File: src/acs_pkg.sv
package acs_pkg;

	// ****************************************
	// Widths and lane layout
	// ****************************************
	localparam int ACC_W       = 40;
	localparam int LANE_W      = 16;
	localparam int UPPER_LSB   = 16;
	localparam int UPPER_W     = 24;
	localparam int LOWER_LSB   = 0;
	localparam int NUM_ACC     = 4;
	localparam int ACC_SEL_W   = 2;
	localparam int ADDR_W      = 16;
	localparam logic [ACC_W-1:0]  ACC_RESET  = 40'h00_0000_0000;
	localparam logic [LANE_W-1:0] HIST_RESET = 16'h0000;
	localparam logic [LANE_W-1:0] DIST_RESET = 16'h0000;
	localparam logic [ADDR_W-1:0] ADDR_STEP  = 16'h0001;

	// ****************************************
	// Operation codes from the issue stage
	// ****************************************
	typedef enum logic [2:0] {
		OP_NONE      = 3'b000,
		OP_PLUS_MIN  = 3'b001,
		OP_MIN_PLUS  = 3'b010,
		OP_LOAD_DIST = 3'b011
	} arith_op_t;

	// Arithmetic slot: paired plus/minus or minus/plus
	typedef struct packed {
		arith_op_t             op;
		logic [ACC_SEL_W-1:0]  dst;
		logic [LANE_W-1:0]     metric_even;
		logic [LANE_W-1:0]     metric_odd;
	} arith_req_t;

	// Compare slot: dual compare-select
	typedef struct packed {
		logic                  valid;
		logic [ACC_SEL_W-1:0]  src_a;
		logic [ACC_SEL_W-1:0]  src_b;
		logic [ACC_SEL_W-1:0]  dst;
	} cmp_req_t;

	// Store slot: dual-lane store with post-increment
	typedef struct packed {
		logic                  valid;
		logic [ACC_SEL_W-1:0]  src;
		logic                  load_addr;
		logic [ADDR_W-1:0]     addr_lo;
		logic [ADDR_W-1:0]     addr_hi;
	} store_req_t;

	// Memory write port pair
	typedef struct packed {
		logic                  valid;
		logic [ADDR_W-1:0]     addr_lo;
		logic [LANE_W-1:0]     data_lo;
		logic [ADDR_W-1:0]     addr_hi;
		logic [LANE_W-1:0]     data_hi;
	} store_out_t;

endpackage

File: src/acs_lane_unit.sv
`timescale 1ns/1ps
module acs_lane_unit
	import acs_pkg::*;
(
	// Lane operands
	input  wire logic [LANE_W-1:0] lane_a,
	input  wire logic [LANE_W-1:0] lane_b,
	// Selection result
	output logic      [LANE_W-1:0] lane_max,
	output logic                   pick_b
);

	// Signed compare; ties keep the first source
	always_comb begin
		pick_b   = $signed(lane_b) > $signed(lane_a);
		lane_max = pick_b ? lane_b : lane_a;
	end

endmodule

File: src/viterbi_acs_datapath.sv
`timescale 1ns/1ps
// How it works
// - Compare-select finishes in one clock cycle
// - Plus/minus: upper even+dist, lower odd-dist
// - Minus/plus: upper even-dist, lower odd+dist
// - Even metric upper, odd lower, parallel
// - One loaded distance feeds both lanes
// - Lanewise max of two accumulators stored
// - Two 16-bit histories updated each compare
// - Upper history upper lane, lower history lower
// - Selection bits kept in sequential order
// - One store writes both lanes, post-increment
// - Compare with store, arithmetic with load
module viterbi_acs_datapath
	import acs_pkg::*;
(
	// Clock and reset
	input  wire logic                 core_clk,
	input  wire logic                 reset_n,
	// Issue slots
	input  wire arith_req_t           arith_req,
	input  wire cmp_req_t             cmp_req,
	input  wire store_req_t           store_req,
	input  wire logic [LANE_W-1:0]    dist_load_data,
	input  wire logic                 dist_load,
	// Memory store port
	output store_out_t                store_out,
	// Decision histories and selected metrics
	output logic [LANE_W-1:0]         upper_path_decision_reg,
	output logic [LANE_W-1:0]         lower_path_decision_reg,
	output logic [ACC_W-1:0]          selected_metrics_acc
);

	// ****************************************
	// Storage
	// ****************************************
	logic [ACC_W-1:0]  acc_r [NUM_ACC];
	logic [LANE_W-1:0] distance_temp_reg;
	logic [ADDR_W-1:0] ptr_lo_r;
	logic [ADDR_W-1:0] ptr_hi_r;

	// ****************************************
	// Paired arithmetic lanes
	// ****************************************
	logic [LANE_W-1:0] up_sum;
	logic [LANE_W-1:0] up_dif;
	logic [LANE_W-1:0] lo_sum;
	logic [LANE_W-1:0] lo_dif;
	logic [UPPER_W-1:0] up_lane;
	logic [LANE_W-1:0]  lo_lane;
	logic               arith_wr;

	// Same distance for both lanes, computed side by side
	always_comb begin
		up_sum = arith_req.metric_even + distance_temp_reg;
		up_dif = arith_req.metric_even - distance_temp_reg;
		lo_sum = arith_req.metric_odd + distance_temp_reg;
		lo_dif = arith_req.metric_odd - distance_temp_reg;
		arith_wr = 1'b0;
		up_lane  = {UPPER_W{1'b0}};
		lo_lane  = {LANE_W{1'b0}};
		case (arith_req.op)
			OP_PLUS_MIN: begin
				arith_wr = 1'b1;
				up_lane  = {{8{up_sum[LANE_W-1]}}, up_sum};
				lo_lane  = lo_dif;
			end
			OP_MIN_PLUS: begin
				arith_wr = 1'b1;
				up_lane  = {{8{up_dif[LANE_W-1]}}, up_dif};
				lo_lane  = lo_sum;
			end
			default: begin
				arith_wr = 1'b0;
			end
		endcase
	end

	// ****************************************
	// Dual compare-select
	// ****************************************
	logic [LANE_W-1:0] src_a_up;
	logic [LANE_W-1:0] src_a_lo;
	logic [LANE_W-1:0] src_b_up;
	logic [LANE_W-1:0] src_b_lo;
	logic [LANE_W-1:0] max_up;
	logic [LANE_W-1:0] max_lo;
	logic              pick_up;
	logic              pick_lo;

	// Compare reads the accumulators as they stand this cycle
	always_comb begin
		src_a_up = acc_r[cmp_req.src_a][UPPER_LSB +: LANE_W];
		src_a_lo = acc_r[cmp_req.src_a][LOWER_LSB +: LANE_W];
		src_b_up = acc_r[cmp_req.src_b][UPPER_LSB +: LANE_W];
		src_b_lo = acc_r[cmp_req.src_b][LOWER_LSB +: LANE_W];
	end

	acs_lane_unit u_upper (
		.lane_a   (src_a_up),
		.lane_b   (src_b_up),
		.lane_max (max_up),
		.pick_b   (pick_up)
	);

	acs_lane_unit u_lower (
		.lane_a   (src_a_lo),
		.lane_b   (src_b_lo),
		.lane_max (max_lo),
		.pick_b   (pick_lo)
	);

	// ****************************************
	// Accumulator bank
	// ****************************************
	// Compare write wins if both slots hit one accumulator
	genvar gi;
	generate
		for (gi = 0; gi < NUM_ACC; gi++) begin : g_acc
			always_ff @(posedge core_clk or negedge reset_n) begin
				if (!reset_n) begin
					acc_r[gi] <= ACC_RESET;
				end else if (cmp_req.valid
					&& cmp_req.dst == ACC_SEL_W'(gi)) begin
					acc_r[gi] <= {{8{max_up[LANE_W-1]}}, max_up,
						max_lo};
				end else if (arith_wr
					&& arith_req.dst == ACC_SEL_W'(gi)) begin
					acc_r[gi] <= {up_lane, lo_lane};
				end
			end
		end
	endgenerate

	// Distance register: own load strobe, so it can share a cycle
	// with paired arithmetic, which still sees the old distance
	always_ff @(posedge core_clk or negedge reset_n) begin
		if (!reset_n) begin
			distance_temp_reg <= DIST_RESET;
		end else if (dist_load || arith_req.op == OP_LOAD_DIST) begin
			distance_temp_reg <= dist_load_data;
		end
	end

	// ****************************************
	// Decision histories
	// ****************************************
	// Separate registers keep bits linear for traceback
	always_ff @(posedge core_clk or negedge reset_n) begin
		if (!reset_n) begin
			upper_path_decision_reg <= HIST_RESET;
			lower_path_decision_reg <= HIST_RESET;
		end else if (cmp_req.valid) begin
			upper_path_decision_reg <= {upper_path_decision_reg[LANE_W-2:0],
				pick_up};
			lower_path_decision_reg <= {lower_path_decision_reg[LANE_W-2:0],
				pick_lo};
		end
	end

	// Mirror of the last selected result
	always_ff @(posedge core_clk or negedge reset_n) begin
		if (!reset_n) begin
			selected_metrics_acc <= ACC_RESET;
		end else if (cmp_req.valid) begin
			selected_metrics_acc <= {{8{max_up[LANE_W-1]}}, max_up, max_lo};
		end
	end

	// ****************************************
	// Dual-lane store
	// ****************************************
	logic [ADDR_W-1:0] st_lo_addr;
	logic [ADDR_W-1:0] st_hi_addr;

	// Loaded pointers apply to the same store
	always_comb begin
		st_lo_addr = store_req.load_addr ? store_req.addr_lo : ptr_lo_r;
		st_hi_addr = store_req.load_addr ? store_req.addr_hi : ptr_hi_r;
	end

	// Store reads the old accumulator, so it pairs with a new compare
	always_ff @(posedge core_clk or negedge reset_n) begin
		if (!reset_n) begin
			store_out <= '0;
			ptr_lo_r  <= '0;
			ptr_hi_r  <= '0;
		end else begin
			store_out.valid <= store_req.valid;
			if (store_req.valid) begin
				store_out.addr_lo <= st_lo_addr;
				store_out.addr_hi <= st_hi_addr;
				store_out.data_lo <= acc_r[store_req.src][LOWER_LSB +: LANE_W];
				store_out.data_hi <= acc_r[store_req.src][UPPER_LSB +: LANE_W];
				ptr_lo_r <= st_lo_addr + ADDR_STEP;
				ptr_hi_r <= st_hi_addr + ADDR_STEP;
			end else if (store_req.load_addr) begin
				ptr_lo_r <= store_req.addr_lo;
				ptr_hi_r <= store_req.addr_hi;
			end
		end
	end

	// ****************************************
	// Checks
	// ****************************************
	a_hist_upper_shift: assert property (@(posedge core_clk)
		disable iff (!reset_n) cmp_req.valid |=> upper_path_decision_reg
		== {$past(upper_path_decision_reg[LANE_W-2:0]),
		$signed($past(src_b_up)) > $signed($past(src_a_up))})
		else $error("upper history did not shift in pick");

	a_hist_lower_shift: assert property (@(posedge core_clk)
		disable iff (!reset_n) cmp_req.valid |=> lower_path_decision_reg
		== {$past(lower_path_decision_reg[LANE_W-2:0]),
		$signed($past(src_b_lo)) > $signed($past(src_a_lo))})
		else $error("lower history did not shift in pick");

	a_hist_lower_hold: assert property (@(posedge core_clk)
		disable iff (!reset_n) !cmp_req.valid |=> $stable(
		lower_path_decision_reg))
		else $error("lower history changed without compare");

	a_max_upper_lane: assert property (@(posedge core_clk)
		disable iff (!reset_n) cmp_req.valid |=> ($signed(
		selected_metrics_acc[UPPER_LSB +: LANE_W]) >= $signed(
		$past(src_a_up))) && ($signed(selected_metrics_acc[UPPER_LSB +:
		LANE_W]) >= $signed($past(src_b_up))))
		else $error("upper maximum wrong");

	a_max_lower_lane: assert property (@(posedge core_clk)
		disable iff (!reset_n) cmp_req.valid |=> selected_metrics_acc[
		LANE_W-1:0] == (($signed($past(src_b_lo))
		> $signed($past(src_a_lo))) ? $past(src_b_lo) : $past(src_a_lo)))
		else $error("lower maximum wrong");

	a_plus_minus_res: assert property (@(posedge core_clk)
		disable iff (!reset_n) (arith_req.op == OP_PLUS_MIN && !(cmp_req.valid
		&& cmp_req.dst == arith_req.dst)) |=> acc_r[$past(arith_req.dst)][
		LANE_W-1:0] == $past(arith_req.metric_odd) - $past(distance_temp_reg))
		else $error("plus/minus lower lane wrong");

	a_minus_plus_res: assert property (@(posedge core_clk)
		disable iff (!reset_n) (arith_req.op == OP_MIN_PLUS && !(cmp_req.valid
		&& cmp_req.dst == arith_req.dst)) |=> acc_r[$past(arith_req.dst)][
		UPPER_LSB +: LANE_W] == $past(arith_req.metric_even)
		- $past(distance_temp_reg))
		else $error("minus/plus upper lane wrong");

	a_store_ptr_incr: assert property (@(posedge core_clk)
		disable iff (!reset_n) store_req.valid |=> store_out.valid &&
		ptr_lo_r == store_out.addr_lo + ADDR_STEP &&
		ptr_hi_r == store_out.addr_hi + ADDR_STEP)
		else $error("store pointer not post-incremented");

	a_dist_load_par: assert property (@(posedge core_clk)
		disable iff (!reset_n) (dist_load || arith_req.op == OP_LOAD_DIST)
		|=> distance_temp_reg == $past(dist_load_data))
		else $error("distance load lost");

endmodule

File: config.mk
export PLATFORM = sky130hd
export DESIGN_NAME = viterbi_acs_datapath
export DESIGN_NICKNAME = d
export VERILOG_FILES = /design/src/acs_pkg.sv /design/src/acs_lane_unit.sv /design/src/viterbi_acs_datapath.sv
export SDC_FILE = /design/constraint.sdc
export NUM_CORES = 1
export LEC_CHECK = 0
export ABC_AREA = 1
export BUFFER_PORTS_ARGS = -buffer_cell sky130_fd_sc_hd__buf_4
export CORE_ASPECT_RATIO = 1.4
export CORE_MARGIN = 2
export CORE_UTILIZATION = 40
export DETAILED_ROUTE_END_ITERATION = 12
export HOLD_SLACK_MARGIN = 0.1
export MAX_ROUTING_LAYER = met4
export PLACE_DENSITY_LB_ADDON = 0.08
export SYNTH_ARGS = -nofsm -noshare
export SYNTH_HDL_FRONTEND = slang
export SYNTH_SLANG_ARGS = --single-unit
export TNS_END_PERCENT = 1
File: constraint.sdc
create_clock -name core_clk -period 3.8 [get_ports core_clk]
set_input_delay 0.38 -clock core_clk [delete_from_list [all_inputs] [get_ports core_clk]]
set_output_delay 0.38 -clock core_clk [all_outputs]
set_load 0.01 [all_outputs]
# Word-level counts from Yosys, hierarchy flattened
# Index checks and enable logic that the tools add are counted.
# word_totals
regBits,337
input_bits,99
# classes
add_sub_neg,6
n_lt_le_gt_ge,5
n_eq_ne,9
mux,26
bitwise_logic,3
reduce_logical,16
# op_table
operator,n
$mux 40,8
$bmux 40 s2,3
$mux 32,6
$mux 16,6
$pmux 24 s2,1
$add 16x1->16 const B,2
$add 16x16->16,2
$gt 16x16->1,2
$pmux 16 s2,1
$sub 16x16->16,2
$ge 3x3->1 const B,3
$not 2->3,3
$eq 2x2->1 const B,4
$logic_and 1x1->1,8
$reduce_bool 2->1,4
$eq 3x2->1 const B,2
$eq 2x1->1 const B,2
$logic_not 2->1,2
$eq 3x1->1 const B,1
$reduce_or 2->1,1
$logic_or 1x1->1,1
$mux 1,1

# Depth between registers and ports, before layout
# Gate-level depths: netlist (run 1).
# logic_depth
word_depth,7
ltp_mapped,21

# Hierarchy
# From an unflattened synthesis (run 1), not the netlist that was laid out.
# hier_totals
hier_cells,2578
hier_area_um2,19347.3
# modules_own_cells
mod,instances,cells_each,area_per_inst_um2,seq_area_each_um2
viterbi_acs_datapath,1,2324,17750.8,7632.3
acs_lane_unit,2,127,798.3,0.0

# Least setup slack after synthesis (run 1)
# No wires, ideal clock.
# synth_path
path_type,register -> register
startpoint,register distance_temp_reg[0]
endpoint,register acc_r[107] in the netlist's numbering
t_arrival_ps,2748
required_time_ps,3681
slack_ps,933
stages_incl_launch_ff,19
path_buffers,0
synth_period_minus_slack_ps,2867
path_cell_list,dfrtp_1 > inv_1 > ha_1 > inv_1 > nor3_1 > inv_1 > o31ai_1 > xor2_1 > inv_1 > ha_1 > a21oi_1 > a21boi_0 > nand2_1 > a21oi_1 > nand2_1 > nand3_1 > nor2_1 > nor2_1 > nand2_1
# synth_via
elab_chain_len,4
word_cells_on_any_way,5
classes_between,add/sub (2); mux (3)
# synth_rtl
item,line_no,text
"start, declared",viterbi_acs_datapath.sv:38,logic [LANE_W-1:0] distance_temp_reg;
"start signal, assigned",viterbi_acs_datapath.sv:141,distance_temp_reg <= dist_load_data;
$sub 16x16->16 or $add 16x16->16 (tied branches),"viterbi_acs_datapath.sv:56, viterbi_acs_datapath.sv:55",
$pmux 24 s2 (*),viterbi_acs_datapath.sv:62,case (arith_req.op)
$mux 40 (*),viterbi_acs_datapath.sv:127,end else if (arith_wr
$mux 40 (*),viterbi_acs_datapath.sv:123,end else if (cmp_req.valid
"end signal, assigned by index",viterbi_acs_datapath.sv:125,"acc_r[gi] <= {{8{max_up[LANE_W-1]}}, max_up,"
"end signal, assigned by index",viterbi_acs_datapath.sv:129,"acc_r[gi] <= {up_lane, lo_lane};"
"end, declared",viterbi_acs_datapath.sv:37,logic [ACC_W-1:0] acc_r [NUM_ACC];
# Every way passes the cells marked *; elsewhere a longest branch is shown, timed or not. The select of a mux whose other input is x is not followed.
# A chain may end at the register's enable or synchronous reset.

# Worst setup path after layout (run 1)
# layout_path
startpoint,register distance_temp_reg[0]
endpoint,register acc_r[95] in the netlist's numbering
# layout_via
elab_chain_len,4
word_cells_on_any_way,5
classes_between,add/sub (2); mux (3)
# layout_rtl
item,line_no
$add 16x16->16 or $sub 16x16->16 (tied branches),"viterbi_acs_datapath.sv:57, viterbi_acs_datapath.sv:58"
$pmux 16 s2 (*),viterbi_acs_datapath.sv:62
$mux 40 (*),viterbi_acs_datapath.sv:127
$mux 40 (*),viterbi_acs_datapath.sv:123
# Marked as above.

==> results of run 1 <==
-- layout make-up --
type	instances	area share [%]
Tap cell	637	3.35
Clock buffer	55	4.52
Sequential cell	305	32.1
Clock inverter	9	0.762
Inverter	319	5.03
Timing Repair Buffer	349	11.6
Multi-Input combinational cell	1906	42.6
-- cells in the final DEF, fill, tap and decap left out, drive strengths merged --
cell,n
nor3,15
a32o,30
o21bai,3
or2,10
nand3b,5
nor3b,2
nor2,184
inv,319
a21boi,4
nor4,3
buf,331
bufinv,5
ha,68
o22ai,9
o211ai,41
a22oi,40
fa,2
a21oi,168
a32oi,2
mux2,2
o31ai,4
xnor2,11
clkbuf,55
nand3,299
dlygate4sd3,18
nand2,629
o21ai,197
nor2b,1
a31oi,39
dfrtp,305
clkinv,4
o21a,8
a21o,6
nand4,77
xor2,32
mux2i,15
-- kinds of logic after synthesis --
family,after synthesis
AND/OR/NAND/NOR,1225
AO/OA/AOI/OAI,551
buffers and inverters,470
flip-flops,305
adder cells (fa/ha/maj),70
XOR/XNOR,43
multiplexers,17
-- power groups by stage --
stage / Sequential [mW] / Clock [mW] / Combinational (mW)
after floorplan: 5.17 / 0 / 4.23
after global placement: 5.21 / 0 / 7.01
after detailed placement: 5.24 / 0 / 7.09
after CTS: 5.19 / 3.85 / 7.14
after global routing: 5.35 / 3.97 / 7.95
final: 5.20 / 3.76 / 7.13
-- what timing repair did --
| action | in CTS | in global routing |
|---|---|---|
| hold endpoints to repair | 107 | 0 |
| resized for setup | 0 | 0 |
| hold buffers | 18 | 0 |
-- stage by stage --
step | cells | utilization [%] | power (mW) | cell area (µm²)
2_1_floorplan | 2681 | - | 9.40 | 19600
3_3_place_gp | 3498 | 45.9 | 12.2 | 22400
3_5_place_dp | 3498 | 45.9 | 12.3 | 22400
4_1_cts | 3580 | 48.8 | 16.2 | 23800
5_1_grt | 3580 | 48.8 | 17.3 | 23800
6_report | 3580 | 48.8 | 16.1 | 23800
-- cells in the mapped netlist, drive strengths merged, types with 6 or more instances --
master / n
a31oi: 39
a21o: 6
or2: 10
nand3: 299
a32o: 30
nand4: 77
o21ai: 197
o211ai: 41
nand2: 629
o21a: 8
inv: 319
xnor2: 11
ha: 68
o22ai: 9
buf: 46
nor3: 15
a22oi: 40
mux2i: 15
a21oi: 168
dfrtp: 305
xor2: 32
nor2: 184
clkbuf: 105
-- critical path: cells and delay by family (launching register included) --
family | cells | cell delay, ns
and+or+nand+nor | 8 | 1.12
buffers and inverters | 2 | 0.15
xor gates and xnor gates | 1 | 0.33
AOI/OAI and AO/OA | 3 | 0.86
adders and majority gates | 2 | 0.54
DFF | 1 | 0.40
-- path summary, 6_finish.rpt --
kind / slack, ns / endpoint / start / cells after the start
max reg2reg: 0.28 / acc_r[95] / distance_temp_reg[0] / 16
min reg2reg: 0.47 / lower_path_decision_reg[15] / lower_path_decision_reg[15] / 2
max in group asynchronous: 2.34 / acc_r[104] / reset_n / 3
min: 0.16 / ptr_hi_r[15] / store_req[15] / 4
min in group asynchronous: 0.46 / selected_metrics_acc[5] / reset_n / 2
max: 0.28 / acc_r[95] / distance_temp_reg[0] / 16
-- routing by layer --
metal  wire (µm)  vias to the layer above
met5           0                        -
met3        5120                      201
met1       29400                     9430
met2       34000                      825
met4        3130                        0
li1            -                     9483
==> results.md, run 1 <==
* Int Power at 9.36 mW
* TritonRoute pass-1 iters at 6
* Worst VDD drop at around 0.38 mV
* Vias in the first global route at between 15000 and 20000
* Biggest registers after layout: acc_r x128, store_out x65, selected_metrics_acc x32
* Worst slew margin at 39.0%
* Synth unique cells at 49
* Synth Area in Compound Gates at between 10% and 20%
* Initial antenna violation count at 0
* Comb pwr share at 44.3%
* CTS max path bufs at 3
* Synth top area share at 38.9%
* N_diodes at 0
* Main combinational cell family by area after synthesis: simple AND/OR/NAND/NOR gates
* RSZ-0062 raised after global routing: no
* DR WL/cell at between 20 and 25 µm
* CTS tree: yes
* Core region area at 48800 µm²
* Final worst slack at 0.280 ns
* Crit share post-route at 92.6%
* Initial core utilization at 40.2%
* FF+latch area at 7630 µm²
* Max cap viols at 0
* Met2 GRT Util at 47.8%
* Post-CTS Setup Inserts at 0
* Final setup violation count at 0
* Startpoint types: flip-flop
* Leak at around 12 nW
* Largest area contributor in the netlist: dfrtp_1
* Layout cells sized above 1 at 15.0%
* Vias post-DR at 19900
* Later-pin clock latency in the skew report at roughly 0.57 ns
* Largest stage delay, worst path at 0.45 ns
* Post-place setup slack at 0.326 ns
* Biggest register: acc_r
* Net count after synthesis at 2850
* Die area at 50800 µm²
* Hold_ws at 0.156 ns
* Remaining Overflow, GRT at 0
* Remaining DRCs at 0
* Crit Path Class: reg2reg
* Fraction of registers with async set/reset at 100%
* Die Span X at 191 µm
* Nets@finish at 3086
* Final setup TNS at 0 ns
* Status: finished, final reports clean
* Critical path's slowest cell: o31ai_1
* Post-synthesis average cell area at 7.31 µm²
* Max FFs per register at 128
* Post-DRT Antenna Nets at 0
* RePlAce Congestion at around 0.96
* Sw Ratio at 41.8%
* Total track usage at 28.9%
* Setup Skew at 0.0349 ns
* Sequential-to-total area share from yosys stat at ~39%
* Post-synthesis simple-gate area fraction at 27.5%
* Final hold violations at 0
* Area growth from synthesis to layout at 21.4%
* Synth Area in Adders at approximately 4.5%
* Fmax at approximately 0.28 GHz
* Mapped Area at about 20000 µm²
* Synth area leaders: dfrtp_1 39%, nand2_1 12%, nand3_1 7.5%
* CP cell instances: inv_1 > ha_1 > inv_1 > nor3_1 > nand4_1 > o31ai_1 > xor2_1 > ha_1 > a21oi_1 > nor2_1 > nor2b_1 > nand2_1 > a21oi_1 > nand3_1 > nand4_1 > nand3_1
* IO buf count at 235
* Core Rows at 96
* Number of H-tree levels at 2
* Seq cells post-synth at around 310
* Chip Height at 266 µm
* Routing usage on met1 at 35.1%
* Num CTS Buffers at 36
* First-pass GRT wire length at 111000 µm
* Crit. End Element: flip-flop
* P_sw at 6.73 mW
* # IOs at 236
* Tmin final at 3.52 ns
* Register share of total power at roughly 32%
* Initial DRC Count at 1583
* Total Wirelength at 71600 µm
* CP arrival at 3.94 ns
* Max-slew violations at 0
* Largest net degree at the start of global routing at 94
* Clock sinks at 305
* Xor/xnor share of the synthesized area at 1.92%
* Hold WC Path Type: in2reg
* Mux contribution to synthesized area at 0.880%
* Area of the multi-input gates at about 10000 µm²
* GRT busiest layer: met2
* Clk pwr share at 23.4%
* Root Buffer: clkbuf_16
* Layout fillers at 4882
* Slew @ Worst Pin at 0.915 ns
* Worst Path Max Fanout at 7
* Yosys warns at 0
* Post-synth EDFFs at 0
* CP required at about 4.2 ns
* Instance count of the mapped netlist at 2681
* Clock slew at the register clock pins of the worst setup and hold paths at 0.06 ns
* DP HPWL at between 50000 and 60000 µm
* Main synth FF type: dfrtp_1
* Vias per cell at 5.57
* Met3 Track Usage GR at about 4.4%
* Pwr/cell area at 676 nW/µm²
Power figures use the tool's default switching activity.
==> run 2: changes to the inputs <==
--- a/config.mk
+++ b/config.mk
@@ -5,7 +5,6 @@
 export SDC_FILE = /design/constraint.sdc
 export NUM_CORES = 1
 export LEC_CHECK = 0
-export ABC_AREA = 1
 export BUFFER_PORTS_ARGS = -buffer_cell sky130_fd_sc_hd__buf_4
 export CORE_ASPECT_RATIO = 1.4
 export CORE_MARGIN = 2
==> results.md, run 2 <==
* Total Wirelength at 59000 µm (was 71600 µm)
* Hold path depth at 2 (was 4)
* Synth unique cells at 67 (was 49)
* Die area at 47700 µm² (was 50800 µm²)
* Area growth from synthesis to layout at 25.2% (was 21.4%)
* RSZ-0062 raised after global routing: yes (was no)
* Net count after synthesis at 1895 (was 2850)
* Tmin final at 3.60 ns (was 3.52 ns)
* Leak at 10.0 nW (was 11.7 nW)
* Seq cells post-synth at 305 (unchanged)
* Synth top area share at 41.5% (was 38.9%)
* Most frequent cells in the layout: 369 x buf_4, 305 x dfrtp_1, 247 x a21oi_1 (was 621 x nand2_1, 322 x buf_4, 316 x inv_1)
* Worst slew margin at 22.7% (was 39.0%)
* Core region area at 45700 µm² (was 48800 µm²)
* Most common cell after layout, fill and taps aside: buf_4 (was nand2_1)
* CP arrival at 3.97 ns (was 3.94 ns)
* Crit. End Element: flip-flop (unchanged)
* Nets@finish at 2206 (was 3086)
* Later-pin clock latency in the skew report at 0.53 ns (was 0.57 ns)
* Final setup TNS at 0 ns (unchanged)
* Num CTS Buffers at 36 (unchanged)
* Initial DRC Count at 935 (was 1583)
* Fmax at 0.278 GHz (was 0.284 GHz)
* Crit Path Class: reg2reg (unchanged)
* Post-DRT Antenna Nets at 0 (unchanged)
* Chip Height at 258 µm (was 266 µm)
* Biggest register: acc_r (unchanged)
* Vias in the first global route at 15700 (was 19700)
* # IOs at 236 (unchanged)
* Yosys warns at 0 (unchanged)
* Main synth FF type: dfrtp_1 (unchanged)
* Worst R2R End: acc_r[38] (was acc_r[95])
* Clock sinks at 305 (unchanged)
* R2r worst-path depth at 17 (was 16)
* Worst Path Max Fanout at 4 (was 7)
* IO buf count at 235 (unchanged)
* Setup Skew at 0.0162 ns (was 0.0349 ns)
* CTS tree: yes (unchanged)
* N_diodes at 0 (unchanged)
* Worst hold start: store_req[35] (was store_req[15])
* Fin util at 50.4% (was 48.8%)
* Root Buffer: clkbuf_16 (unchanged)
* RePlAce Congestion at 0.884 (was 0.955)
* Post-synthesis average cell area at 10.7 µm² (was 7.31 µm²)
* Post-synth EDFFs at 0 (unchanged)
* Largest area contributor in the netlist: dfrtp_1 (unchanged)
* Final worst slack at 0.205 ns (was 0.280 ns)
* First-pass GRT wire length at 92200 µm (was 111000 µm)
* Pwr/cell area at 797 nW/µm² (was 676 nW/µm²)
* TritonRoute pass-1 iters at 5 (was 6)
* DP HPWL at 41700 µm (was 50500 µm)
* Hold WC Path Type: in2reg (unchanged)
* Sequential-to-total area share from yosys stat at 41.5% (was 38.9%)
* Worst VDD drop at 0.395 mV (was 0.381 mV)
* Core Rows at 93 (was 96)
* Startpoint types: flip-flop (unchanged)
* Number of H-tree levels at 2 (unchanged)
* Top cells by count, synth: 305 x dfrtp_1, 247 x a21oi_1, 117 x nand2_1 (was 621 x nand2_1, 317 x inv_1, 305 x dfrtp_1)
* Max cap viols at 0 (unchanged)
* Mapped Area at 18400 µm² (was 19600 µm²)
* Max FFs per register at 128 (unchanged)
* DR WL/cell at 22.0 µm (was 20.0 µm)
* Fraction of registers with async set/reset at 100% (unchanged)
* Instance count of the mapped netlist at 1726 (was 2681)
* Max-slew violations at 0 (unchanged)
* Biggest registers after layout: acc_r x128, store_out x65, selected_metrics_acc x32 (unchanged)
* Status: finished, final reports clean (unchanged)
* Clock slew at the register clock pins of the worst setup and hold paths at 0.06 ns (about the same)
* Remaining DRCs at 0 (unchanged)
* CTS max path bufs at 3 (unchanged)
* Initial core utilization at 40.2% (about the same)
* Reg2reg start: distance_temp_reg[6] (was distance_temp_reg[0])
* Vias post-DR at 15400 (was 19900)
* Slew @ Worst Pin at 1.16 ns (was 0.915 ns)
* Count leader, synth: dfrtp_1 (was nand2_1)
* CP required at 4.18 ns (was 4.22 ns)
* Layout cells sized above 1 at 31.8% (was 15.0%)
* Crit share post-route at 94.6% (was 92.6%)
* Largest net degree at the start of global routing at 87 (was 94)
* R2R Setup Slk at 0.20 ns (was 0.28 ns)
* Post-place setup slack at -0.00558 ns (was 0.326 ns)
* Final setup violation count at 0 (unchanged)
* Final hold violations at 0 (unchanged)
* Die Span X at 185 µm (was 191 µm)
* Hold Crit Endpoint: ptr_lo_r[1] (was ptr_hi_r[15])
* Tot Pwr at 18.4 mW (was 16.1 mW)
* Layout fillers at 4232 (was 4882)
* Vias per cell at 5.75 (was 5.57)
* Total track usage at 25.8% (was 28.9%)
* Synth area leaders: dfrtp_1 41%, mux4_2 12%, a21oi_1 6.7% (was dfrtp_1 39%, nand2_1 12%, nand3_1 7.5%)
* Initial antenna violation count at 0 (unchanged)
* Remaining Overflow, GRT at 0 (unchanged)
run 2: cell types whose count changed in the layout (fill, tap and decap cells not counted), sizes merged, moves of 79 or more:
| cell | before | now |
|---|---|---|
| nand2 | 629 | 117 |
| nand3 | 299 | 28 |
| inv | 319 | 67 |
| o21ai | 197 | 15 |
| mux4 | 0 | 96 |
| mux2 | 2 | 89 |
| a21oi | 168 | 247 |
run 2: worst max-delay path, cell delays in order (launching register included):
cell	delay [ns]
dfrtp_1	0.39
nor4_2	0.27
buf_4	0.15
buf_4	0.11
nor2b_1	0.12
a21oi_1	0.08
xor2_1	0.18
inv_1	0.07
ha_1	0.31
a21o_1	0.19
a21o_1	0.20
a221o_1	0.37
nor4_2	0.20
buf_4	0.17
o31ai_1	0.08
xnor2_1	0.24
buf_4	0.19
o221ai_1	0.12
run 2: area by class of cell:
type | instances | area [µm²] | share of cell area, %
flip-flops and latches | 305 | 7630 | 33.1
clock buffers | 42 | 943 | 4.10
clock inverters | 18 | 174 | 0.755
inverters | 65 | 244 | 1.06
repair buffers | 400 | 3220 | 14.0
multi-input cells | 1229 | 10100 | 43.6
well taps | 617 | 772 | 3.35
run 2: how the worst max path moves through the flow:
stage / from / endpoint / cells past startpoint
6_report: distance_temp_reg[6] / acc_r[38] / 17
5_1_grt: distance_temp_reg[6] / acc_r[38] / 17
4_1_cts: distance_temp_reg[6] / acc_r[38] / 16
3_5_place_dp: arith_req[34] / acc_r[38] / 16
3_3_place_gp: arith_req[34] / acc_r[38] / 16
2_1_floorplan: cmp_req[2] / acc_r[11] / 14
run 2: repair_timing:
item | CTS | global route
setup endpoints to repair | 0 | 12
endpoints found under the hold margin | 96 | 0
gates resized for setup | 0 | 6
buffers inserted | 0 | 0
hold buffers | 17 | 0
run 2: report_power, final:
part           switching (mW)  internal, mW  total (mW)
logic                    4.48          4.76        9.25
clock network            1.45          1.92        3.37
registers                1.15          4.59        5.74
total                    7.08          11.3        18.4
run 2: cell families (layout without fill, tap and decap cells):
| family | count (synthesis) | count (layout) | share of synthesized area, % |
|---|---|---|---|
| AO/OA/AOI/OAI | 448 | 448 | 15.2 |
| XOR/XNOR | 60 | 60 | 2.86 |
| adder cells (fa/ha/maj) | 70 | 70 | 4.84 |
| buffers and inverters | 192 | 525 | 4.24 |
| flip-flops | 305 | 305 | 41.5 |
| multiplexers | 236 | 236 | 20.6 |
| AND/OR/NAND/NOR | 415 | 415 | 10.7 |
run 2: metrics by stage:
stage | cell area [µm²] | cells | hold WS (ns)
5_1_grt | 23000 | 2676 | 0.167
2_1_floorplan | 18400 | 1726 | 0.0844
4_1_cts | 23000 | 2676 | 0.149
3_5_place_dp | 21700 | 2599 | 0.427
3_3_place_gp | 21700 | 2599 | 0.428
6_report | 23000 | 2676 | 0.168
run 2: layer usage:
metal / vias up / global-route usage, % / part of all wire [%]
met3: 122 / 3.40 / 6.1
met2: 612 / 42.9 / 50
met1: 7602 / 32.2 / 41
met4: 0 / 8.86 / 3.3
li1: 7051 / - / -
met5: - / - / 0
